--- config.mk ---
export PLATFORM = sky130hd
export DESIGN_NAME = sram_host
export DESIGN_NICKNAME = d
export VERILOG_FILES = /design/src/sram_host_pkg.sv /design/src/sram_host.sv
export SDC_FILE = /design/constraint.sdc
export NUM_CORES = 1
export LEC_CHECK = 0
export BUFFER_PORTS_ARGS = -buffer_cell sky130_fd_sc_hd__buf_2
export CAP_MARGIN = 20
export CORE_MARGIN = 2
export CORE_UTILIZATION = 53
export CTS_BUF_LIST = sky130_fd_sc_hd__clkbuf_2
export DETAILED_ROUTE_END_ITERATION = 7
export GPL_ROUTABILITY_DRIVEN = 1
export PLACE_DENSITY = 0.82
export SYNTH_ARGS = -nofsm -noshare
export SYNTH_HDL_FRONTEND = slang
export SYNTH_SLANG_ARGS = --single-unit
--- constraint.sdc ---
create_clock -name mclk -period 2.4 [get_ports mclk]
set_clock_uncertainty 0.1 [all_clocks]
set_input_delay 0.12 -clock mclk [delete_from_list [all_inputs] [get_ports mclk]]
set_output_delay 0.12 -clock mclk [all_outputs]
set_load 0.02 [all_outputs]
--- src/sram_host_pkg.sv ---
// Constants, types and timing counts for the static memory controller.
// Assumes a 25 MHz mclk; every delay below is converted to whole cycles.
//
// Function
// - Master drives data after strobe-off delay.
// - Address changes only with a control high.
// - Strobe, select low 30 ns; cycle 40 ns.
// - Data valid 20 ns before terminating edge.
// - Address settled 30 ns before write end.
`default_nettype none
package sram_host_pkg;

   // -----------------------------------------------------------------
   // Geometry
   // -----------------------------------------------------------------
   localparam int ADDR_W = 14; // Word address width.
   localparam int DATA_W = 4;  // Word width.

   // -----------------------------------------------------------------
   // Clock and speed grades
   // -----------------------------------------------------------------
   localparam int CLK_PERIOD_NS = 40; // Period of mclk.

   typedef enum logic [1:0] {GRADE_FAST, GRADE_MID, GRADE_SLOW} grade_t;

   // Figures per grade, in ns.
   localparam int ACCESS_NS [3]     = '{45, 55, 70}; // Address and select access.
   localparam int OFF_NS [3]        = '{15, 20, 25}; // Strobe or deselect to output off.
   localparam int WRITE_PULSE_NS [3] = '{30, 40, 50}; // Strobe and select low time.
   localparam int WRITE_CYCLE_NS [3] = '{40, 50, 60}; // Write cycle time.
   localparam int DATA_SETUP_NS [3]  = '{20, 25, 30}; // Data setup to end of write.
   localparam int ON_AFTER_WRITE_NS = 5;              // Output active after write end.

   // Every time rounds up to whole cycles, least and longest alike, never below one cycle.
   function automatic int cyc_up(input int ns);
      int c;
      c = (ns + CLK_PERIOD_NS - 1) / CLK_PERIOD_NS;
      return (c < 1) ? 1 : c;
   endfunction

   // -----------------------------------------------------------------
   // Request and answer carriers
   // -----------------------------------------------------------------
   typedef struct packed {
      logic              write;   // High for a write.
      logic [ADDR_W-1:0] address; // Word address.
      logic [DATA_W-1:0] data;    // Write data.
   } req_t;

   typedef struct packed {
      logic              done;    // One-cycle read completion pulse; writes give none.
      logic [DATA_W-1:0] data;    // Read data, valid with done.
   } rsp_t;

endpackage
`default_nettype wire

--- src/sram_host.sv ---
// Controller that drives a 16K x 4 asynchronous static memory.
// Assumes the memory shares one 4-bit data bus and has no clock.
`timescale 1ns/1ps
`default_nettype none
module sram_host
   import sram_host_pkg::*;
#(
   parameter sram_host_pkg::grade_t GRADE = sram_host_pkg::GRADE_FAST // Speed grade targeted.
) (
   input  wire logic                        mclk,
   input  wire logic                        srst,
   input  wire logic                        req_valid,
   input  wire sram_host_pkg::req_t         req,
   output logic                             req_ready,
   output sram_host_pkg::rsp_t              rsp,
   output logic                             select_n,
   output logic                             write_strobe_n,
   output logic [sram_host_pkg::ADDR_W-1:0] word_address,
   output logic [sram_host_pkg::DATA_W-1:0] data_out,
   output logic                             data_oe_n,
   input  wire logic [sram_host_pkg::DATA_W-1:0] data_in
);
   import sram_host_pkg::*;

   // -----------------------------------------------------------------
   // Cycle counts for the selected grade
   // -----------------------------------------------------------------
   // Read waits the access time for the word to reach the pins, then three
   // more cycles while it walks through the synchroniser stages; taking it
   // any earlier would latch whatever the bus showed before the access ended.
   localparam int RD_CYC  = cyc_up(ACCESS_NS[GRADE]) + 3;
   localparam int OFF_CYC = cyc_up(OFF_NS[GRADE]);
   localparam int WP_CYC  = cyc_up(WRITE_PULSE_NS[GRADE]);
   localparam int DS_CYC  = cyc_up(DATA_SETUP_NS[GRADE]);
   // Strobe low holds for pulse width and for strobe-off plus data setup.
   localparam int LOW_CYC = (WP_CYC > OFF_CYC + DS_CYC) ? WP_CYC : OFF_CYC + DS_CYC;
   localparam int GAP_CYC = cyc_up(WRITE_CYCLE_NS[GRADE]) > LOW_CYC ?
                            cyc_up(WRITE_CYCLE_NS[GRADE]) - LOW_CYC : 1;
   localparam int REC_CYC = cyc_up(OFF_NS[GRADE] > ON_AFTER_WRITE_NS ?
                                   OFF_NS[GRADE] : ON_AFTER_WRITE_NS);
   localparam logic [3:0] RD_C  = 4'(RD_CYC);
   localparam logic [3:0] OFF_C = 4'(OFF_CYC);
   localparam logic [3:0] LOW_C = 4'(LOW_CYC);
   localparam logic [3:0] GAP_C = 4'(GAP_CYC);
   localparam logic [3:0] REC_C = 4'(REC_CYC);

   typedef enum logic [2:0] {ST_IDLE, ST_READ, ST_WSTROBE, ST_WDATA, ST_WGAP, ST_RECOVER} state_t;

   state_t     state;  // Sequencer state.
   logic [3:0] count;  // Cycles since the count last restarted; runs on from ST_WSTROBE into ST_WDATA.
   logic [DATA_W-1:0] sync1; // First synchroniser stage, read only by sync2.
   logic [DATA_W-1:0] sync2; // Second stage.
   logic [DATA_W-1:0] sync3; // Third stage; data used once 2 and 3 agree.

   // -----------------------------------------------------------------
   // Read data synchroniser
   // -----------------------------------------------------------------
   // The memory data is asynchronous to mclk, so it passes three stages.
   always_ff @(posedge mclk) begin
      if (srst) begin
         sync1 <= '0;
         sync2 <= '0;
         sync3 <= '0;
      end else begin
         sync1 <= data_in;
         sync2 <= sync1;
         sync3 <= sync2;
      end
   end

   // -----------------------------------------------------------------
   // Sequencer
   // -----------------------------------------------------------------
   // Address only changes in idle with both controls high, which keeps
   // transient addresses out of the array.
   always_ff @(posedge mclk) begin
      if (srst) begin
         state          <= ST_IDLE;
         count          <= '0;
         select_n       <= 1'b1; // Deselected: memory floats and stands by.
         write_strobe_n <= 1'b1;
         word_address   <= '0;
         data_out       <= '0;
         data_oe_n      <= 1'b1;
         req_ready      <= 1'b0;
         rsp            <= '0;
      end else begin
         rsp.done <= 1'b0;
         count    <= count + 4'h1;
         case (state)
            ST_IDLE: begin
               req_ready <= 1'b1;
               if (req_valid && req_ready) begin
                  req_ready    <= 1'b0;
                  word_address <= req.address;
                  data_out     <= req.data;
                  count        <= 4'h1;
                  select_n     <= 1'b0;
                  if (req.write) begin
                     // Strobe falls with select, so the memory never drives.
                     write_strobe_n <= 1'b0;
                     state          <= ST_WSTROBE;
                  end else begin
                     state <= ST_READ;
                  end
               end
            end
            ST_READ: begin
               // The word is taken only once the last two stages agree, so a
               // bit caught mid-change is never handed back as read data.
               if (count >= RD_C && sync2 == sync3) begin
                  rsp.data <= sync3;
                  rsp.done <= 1'b1;
                  select_n <= 1'b1;
                  count    <= 4'h1;
                  state    <= ST_RECOVER;
               end
            end
            ST_WSTROBE: begin
               // Bus stays released until the strobe-off delay passes.
               if (count == OFF_C) begin
                  data_oe_n <= 1'b0;
                  state     <= ST_WDATA;
               end
            end
            ST_WDATA: begin
               if (count == LOW_C) begin
                  // Both controls rise together; data and address held past it.
                  write_strobe_n <= 1'b1;
                  select_n       <= 1'b1;
                  count          <= 4'h1;
                  state          <= ST_WGAP;
               end
            end
            ST_WGAP: begin
               data_oe_n <= 1'b1;
               if (count >= GAP_C) begin
                  count <= 4'h1;
                  state <= ST_RECOVER;
               end
            end
            ST_RECOVER: begin
               // Memory output may still be turning off; hold the bus idle.
               if (count >= REC_C) begin
                  state <= ST_IDLE;
               end
            end
            default: begin
               state <= ST_IDLE;
            end
         endcase
      end
   end
endmodule // sram_host
`default_nettype wire

Word-level counts from Yosys, hierarchy flattened
Cells that the tools add are included.
{ "word_totals": {"regBits": 46, "wordCells": 69, "in_bits": 26} }
{ "classes": {"n_reduce_logical": 13, "n_eq_ne": 15, "add_sub_neg": 1, "n_bitwise": 1, "n_mux": 24, "n_lt_le_gt_ge": 2} }
{ "ops": {"columns": ["op", "n"], "rows": [
  ["$mux 3", 6],
  ["$pmux 3 s6", 1],
  ["$mux 4", 4],
  ["$pmux 4 s4", 1],
  ["$ne 2x2->1 const B", 7],
  ["$reduce_and 4->1", 2],
  ["$mux 1", 7],
  ["$eq 3x2->1 const B", 2],
  ["$eq 3x3->1 const B", 2],
  ["$reduce_and 2->1", 3],
  ["$reduce_and 6->1", 1],
  ["$mux 5", 1],
  ["$add 4x1->4 const B", 1],
  ["$eq 4x1->1 const B", 1],
  ["$eq 4x2->1 const B", 1],
  ["$eq 4x4->1", 1],
  ["$ge 4x1->1 const B", 1],
  ["$ge 4x3->1 const B", 1],
  ["$pmux 1 s2", 2],
  ["$reduce_bool 2->1", 2],
  ["$eq 3x1->1 const B", 1],
  ["$logic_not 3->1", 1],
  ["$pmux 1 s3", 1],
  ["$reduce_bool 3->1", 1],
  ["other kinds (4)", 5]
]} }

Depth between registers and ports, before layout
Gate-level depths: netlist of the first run.
{ "logic_depth": {"word_depth": 4, "ltp_mapped": 7, "depth_no_buf": 7} }

Least setup slack after synthesis of the first run
OpenSTA, ideal clock, no wires.
{ "synth_path": {"path_type": "register -> register", "start": "reg count[0]", "end": "reg state[0]", "slack_ns": 0.436, "t_arrival_ns": 1.797, "path_stages_with_launch": 8, "n_path_buf": 0, "required_ns": 2.233, "cell_sequence": "dfxtp_1 -> inv_1 -> ha_1 -> nor4b_1 -> and3b_1 -> a311o_2 -> a2111o_1 -> a21oi_2"} }
{ "synth_via": {"elab_chain_len": 4, "word_cells_on_any_way": 11, "cone_classes": "2 x order compare; 7 x eq/ne; 2 x reduce/logical"} }
{ "synth_rtl": {"columns": ["item", "line_no", "text"], "rows": [
  ["start: declaration", "sram_host.sv:50", "logic [3:0] count;"],
  ["start signal: assignment", "sram_host.sv:89", "count <= count + 4'h1;"],
  ["$ge 4x3->1", "sram_host.sv:111", "if (count >= RD_C && sync2 == sync3) begin"],
  ["$logic_and 1x1->1", "sram_host.sv:111", null],
  ["$ne 2x2->1 (no line)", null, null],
  ["$reduce_and 6->1 (no line) (*)", null, null],
  ["end signal: assignment", "sram_host.sv:104", "state <= ST_READ;"],
  ["end signal: assignment", "sram_host.sv:116", "state <= ST_RECOVER;"],
  ["end signal: assignment", "sram_host.sv:123", "state <= ST_WDATA;"],
  ["end: declaration", "sram_host.sv:49", "state_t state;"]
]} }
Every way passes the cells marked *; elsewhere a longest branch is shown, timed or not.
A chain may end at the register's enable or synchronous reset.

Worst setup path in the final report of the first run
Ends and elaborated chain as after synthesis.

==> results.py, run 1 <==
metrics = {
    "synth": {
        "synth.net_count": 231,
        "syn_inst": 201,
        "ys_seq_area_share_pct": 50.90,
        "async_reset_ff_share_pct": 0,
        "synthMuxAreaShare_pct": 2.213,
        "yosysMostFrequentCell": "dfxtp_1",
        "synth-edff-count": 0,
        "synth_top_family_by_area": "simple AND/OR/NAND/NOR gates",
        "syn-mean-instance-area_um2": 9.001,
        "yosysWarnings": 0,
        "synthSimpleGateAreaFrac_pct": 24.83,
        "synth_compound_area_share_pct": 13.14,
        "synth_top_area_share_pct": 50.90,
        "synth.cell_area_um2": 1809,
        "synthFlopType": "dfxtp_1",
        "synth_seq_cells": 46,
        "synth_fa_ha_area_share_pct": 3.320,
        "ys_top_cells_by_count": "46 x dfxtp_1, 43 x nand2_1, 22 x a21oi_1, 14 x nor2b_1, 13 x nor2_1",
        "synth_xor_xnor_area_share_pct": 2.905,
        "synth_cell_types": 34,
        "synth.area.top_cells": "dfxtp_1 51%, nand2_1 8.9%, a21oi_1 6.1%, nor2b_1 4.8%, ha_1 2.8%",
        "yosysTopAreaCell": "dfxtp_1",
    },
    "place": {
        "port_buffers": 52,
        "dpl.hpwl_mm": 2.439,
        "routabilityCongestion": 0.8355,
        "pre_cts_ws_ps": 323.4,
        "placed_cell_area_um2": 2108,
    },
    "clock_tree": {
        "tritoncts": "built",
        "cts_setup_buffers": 0,
        "path_clk_slew_ps": 220,
        "clock-root-buffer": "clkbuf_2",
        "clock_sinks": 46,
        "htreeDepth": 2,
        "cts_made_buffers": 5,
        "clockBufferDepth": 2,
        "worstSkewPairLatency_ps": 410,
    },
    "setup_path": {
        "worst_ep_required_time_ps": 2650,
        "crit_buf_inv": 1,
        "rr_worst_depth": 7,
        "critPathTopFamily": "compound AO/OA/AOI/OAI gates",
        "path_cells": "inv_1, ha_1, nor4b_1, and3b_1, a311o_2, a2111o_1, a21oi_2",
        "crit_fanout": 5,
        "critical_path.max_stage_delay_ps": 430,
        "worstSetupPathType": "flop to flop",
        "slowest_stage": "dfxtp_1",
        "r2r_setup_slack_ps": 270,
        "startpoint_type": "flop",
        "r2r-start": "count[0]",
        "cp_data_arrival_time_ps": 2380,
        "rr_endpoint": "state[0]",
        "cp-end-kind": "flop",
    },
    "floorplanning": {
        "fp-row-count": 21,
        "core-area_um2": 3311,
        "start_util_pct": 54.65,
        "dieArea_um2": 3897,
        "pin_count": 53,
        "die_x_um": 62.43,
        "die_y_um": 62.43,
    },
    "global_routing": {
        "first_global_vias": 1524,
        "grt_pass1_wl_mm": 6.762,
        "track_usage_pct": 21.63,
        "antenna_found_initial": 0,
        "gr-total-overflow": 0,
        "grt_max_degree": 38,
    },
    "drt": {
        "initialDrtViolationCount": 76,
        "route.detailed.drc": 0,
        "wirelength_mm": 4.071,
        "num_vias": 1610,
        "viasPerCell": 4.985,
        "drtPass1Iterations": 4,
        "post_drt_wl_per_cell_um": 12.60,
        "antenna_left": 0,
    },
    "sta": {
        "fin_setup_tns_ps": 0,
        "layout_setup_ws_ps": 269.4,
        "hold_viol_final": 0,
        "relSlewSlack_pct": 49.95,
        "grt_setup_unrepaired": "no",
        "setup_viol": 0,
        "worst_slew_pin_slew_ps": 731.8,
        "drv_slew": 0,
        "fin_crit_ps": 2131,
        "clock.fmax_mhz": 469.4,
        "fin_crit_sh_pct": 88.77,
    },
    "layout": {
        "layout.nets": 306,
        "area_delta_synth_final_pct": 31.60,
        "drive_gt1_share_pct": 24.19,
        "finalInstanceArea_um2": 2381,
        "final_util_pct": 71.92,
        "antennaDiodeCount": 0,
    },
    "hold_path": {
        "min_path_cells": 2,
        "whs_endpoint": "sync1[3]",
        "worstHoldStart": "srst",
        "hp-class": "input port to flop",
    },
    "run_status": {
        "status": "finished, final reports clean",
    },
    "power": {
        "peakVddDrop_uv": 534.5,
        "power.density_nw_per_um2": 875.3,
        "leakagePower_nw": 1.004,
    },
    "run": {
        "maxCapViolCount": 0,
    },
}
-- cell usage in the layout, fill, tap and decap left out, types with 2 or more instances in the layout --
cell type	count
a21oi_1	22
buf_2	52
buf_4	3
clkbuf_2	6
dfxtp_1	46
dlygate4sd3_1	23
ha_1	4
inv_1	2
mux2i_1	4
nand2_1	43
nand2b_1	5
nand3_1	2
nand3b_1	2
nor2_1	13
nor2b_1	14
nor3_1	5
o21ai_0	6
xnor2_1	5
-- what timing repair did --
action,CTS,global route
hold buffers,23,0
gates resized for setup,0,0
endpoints found under the hold margin,25,0
-- routing by layer --
metal  wire, um  vias to the layer above  global-route usage [%]
li1           -                      820                       -
met1       1730                      738                   24.91
met2       2100                       44                   38.84
met3        179                        8                   5.766
met4         61                        0                   6.944
met5          0                        -                       0
-- final cells by class --
class                      instances  area [um^2]
clock buffer                       6        30.03
timing repair buffer              78        513.0
fill                             273        929.6
inverter                           2        7.507
clock inverter                     2        12.51
sequential                        46        920.9
tap                               46        57.56
multi-input combinational        143        839.6
-- cells by family after synthesis --
group,count (synthesis)
flops,46
fa+ha+maj,5
buf+inv,12
mux,4
compound gates,39
xor+xnor,6
simple gates,89
-- stage by stage --
step                      hold slack (ps)  instances  total power [mW]
after floorplan                     148.2        201             1.542
after global placement              227.2        292             1.724
after detailed placement            233.6        292             1.744
after CTS                           102.7        323             2.087
after global routing                96.36        323             2.235
final                               102.4        323             2.084
-- sequential cells by signal, indices dropped and copies added, names as in the netlist --
name            flops
sync2               4
state               3
req_ready           1
select_n            1
sync3               4
data_oe_n           1
data_out            4
sync1               4
write_strobe_n      1
count               4
word_address       14
rsp                 5
-- worst max path at each step --
stage | start | endpoint | slack [ps] | cells after the start
2_1_floorplan | count[0] | state[0] | 440 | 7
3_3_place_gp | count[0] | state[0] | 380 | 7
3_5_place_dp | count[0] | state[0] | 320 | 7
4_1_cts | count[0] | state[0] | 280 | 7
5_1_grt | count[0] | state[0] | 140 | 7
6_report | count[0] | state[0] | 270 | 7
-- report_power, final --
part           switching (mW)  internal [mW]  leakage (nW)
logic                   0.453          0.321         0.597
registers               0.114          0.879         0.376
clock network           0.240         0.0773        0.0310
total                   0.806           1.28          1.00
No activity file was read; power rests on OpenSTA's default activity.
==> run 2: changes to the inputs <==
==> constraint.sdc (replaced) <==
create_clock -name mclk -period 2.4 [get_ports mclk]
set_clock_uncertainty 0.1 [all_clocks]
set_input_delay 0.24 -clock mclk [delete_from_list [all_inputs] [get_ports mclk]]
set_output_delay 0.24 -clock mclk [all_outputs]
set_load 0.02 [all_outputs]
==> results.py, run 2 (synthesized netlist as in run 1, its figures left out) <==
metrics = {
    "floorplanning": {
        "die_y_um": 62.43,
        "start_util_pct": 54.65,
        "dieArea_um2": 3897,
        "fp-row-count": 21,
        "die_x_um": 62.43,
        "core-area_um2": 3311,
        "pin_count": 53,
    },
    "layout": {
        "drive_gt1_share_pct": 24.28,
        "largest_register": "word_address",
        "n_fill_cell": 278,
        "layout.nets": 306,
        "largest_registers": "word_address: 14 flops, rsp: 5 flops",
        "final_cells": 322,
        "final_common_cell": "buf_2",
        "area_delta_synth_final_pct": 31.33,
        "final_util_pct": 71.77,
        "antennaDiodeCount": 0,
        "largest_reg_flops": 14,
        "most-common-layout-cells": "52 x buf_2, 46 x dfxtp_1, 43 x nand2_1",
    },
    "place": {
        "placed_cells_incl_taps": 292,
        "dpl.hpwl_mm": 2.451,
        "routabilityCongestion": 0.8410,
        "pre_cts_ws_ps": 322.7,
        "port_buffers": 52,
    },
    "power": {
        "internal_power_mw": 1.271,
        "swShare_pct": 38.35,
        "seqPwrFrac_pct": 47.9,
        "p_comb_share_pct": 37.7,
        "peakVddDrop_uv": 500.4,
        "pwr-share-clk_pct": 14.4,
        "power.density_nw_per_um2": 867.9,
        "switching_power_mw": 0.7909,
        "leakagePower_nw": 0.9980,
    },
    "clock_tree": {
        "htreeDepth": 2,
        "cts_made_buffers": 5,
        "cts_hold_buf": 23,
        "worstSkewPairLatency_ps": 400,
        "clock-root-buffer": "clkbuf_2",
        "tritoncts": "built",
        "clock_sinks": 46,
        "cts-resized-gates": 0,
        "path_clk_slew_ps": 210,
        "clockBufferDepth": 2,
        "cts_setup_buffers": 0,
    },
    "global_routing": {
        "grt_pass1_wl_mm": 6.982,
        "grt.met3_usage_pct": 5.225,
        "gr-total-overflow": 0,
        "grt_max_degree": 26,
        "busiest_layer": "met2",
        "track_usage_pct": 22.60,
        "grt_use_met2_pct": 40.32,
        "antenna_found_initial": 0,
        "grt_util_met1_pct": 26.33,
        "first_global_vias": 1549,
    },
    "drt": {
        "initialDrtViolationCount": 52,
        "route.detailed.drc": 0,
        "viasPerCell": 5.009,
        "post_drt_wl_per_cell_um": 12.53,
        "drtPass1Iterations": 4,
        "wirelength_mm": 4.036,
        "num_vias": 1613,
        "antenna_left": 0,
    },
    "sta": {
        "hold-worst-slack_ps": 163.1,
        "worst_slew_pin_slew_ps": 803.6,
        "layout_setup_ws_ps": 285.6,
        "setup_viol": 0,
        "fin_crit_sh_pct": 88.10,
        "fin_setup_tns_ps": 0,
        "drv_slew": 0,
        "clock.fmax_mhz": 472.9,
        "grt_setup_unrepaired": "no",
        "fin_crit_ps": 2114,
        "relSlewSlack_pct": 45.04,
        "hold_viol_final": 0,
    },
    "setup_path": {
        "cp-end-kind": "flop",
        "crit_fanout": 5,
        "cp_data_arrival_time_ps": 2360,
        "worst_ep_required_time_ps": 2650,
        "worstSetupPathType": "flop to flop",
        "startpoint_type": "flop",
    },
    "hold_path": {
        "hp-class": "input port to flop",
    },
    "run": {
        "maxCapViolCount": 0,
    },
    "run_status": {
        "status": "finished, final reports clean",
    },
}
## run 2: layout make-up
| type | count | area (um^2) | area share (%) |
|---|---|---|---|
| Sequential cell | 46 | 920.9 | 38.76 |
| Multi-Input combinational cell | 143 | 839.6 | 35.33 |
| Timing Repair Buffer | 78 | 513.0 | 21.59 |
| Tap cell | 46 | 57.56 | 2.422 |
| Clock buffer | 6 | 30.03 | 1.264 |
| Clock inverter | 1 | 7.507 | 0.3160 |
| Inverter | 2 | 7.507 | 0.3160 |
## run 2: final timing paths
path | end | cells after the start | start | slack [ps]
worst min-delay path | state[0] | 2 | srst | 160
worst min register to register | sync2[0] | 1 | sync1[0] | 360
worst max register to register | state[0] | 7 | count[0] | 290
worst max-delay path | state[0] | 7 | count[0] | 290
## run 2: stage by stage
step | total power, mW | instance area, um^2
floorplan | 1.542 | 1809
global placement | 1.724 | 2108
detailed placement | 1.745 | 2108
CTS | 2.071 | 2376
global route | 2.219 | 2376
finish | 2.062 | 2376
## run 2: worst max-delay path: stages, from the launching register on
cell and delay, ps:
dfxtp_1 430, inv_1 90, ha_1 210, nor4b_1 150
and3b_1 160, a311o_2 390, a2111o_1 410, a21oi_2 130
## run 2: routing by layer
| layer | vias to the layer above | routed length (um) |
|---|---|---|
| met5 | - | 0 |
| met4 | 0 | 74 |
| met3 | 8 | 164 |
| met2 | 42 | 2143 |
| met1 | 741 | 1654 |
| li1 | 822 | - |
## run 2: power by group through the flow
stage / Combinational (mW) / Clock, mW / Sequential (mW)
floorplan: 0.499 / 0 / 1.04
global placement: 0.725 / 0 / 0.999
detailed placement: 0.741 / 0 / 1.00
CTS: 0.773 / 0.311 / 0.987
global route: 0.866 / 0.343 / 1.01
finish: 0.777 / 0.297 / 0.988
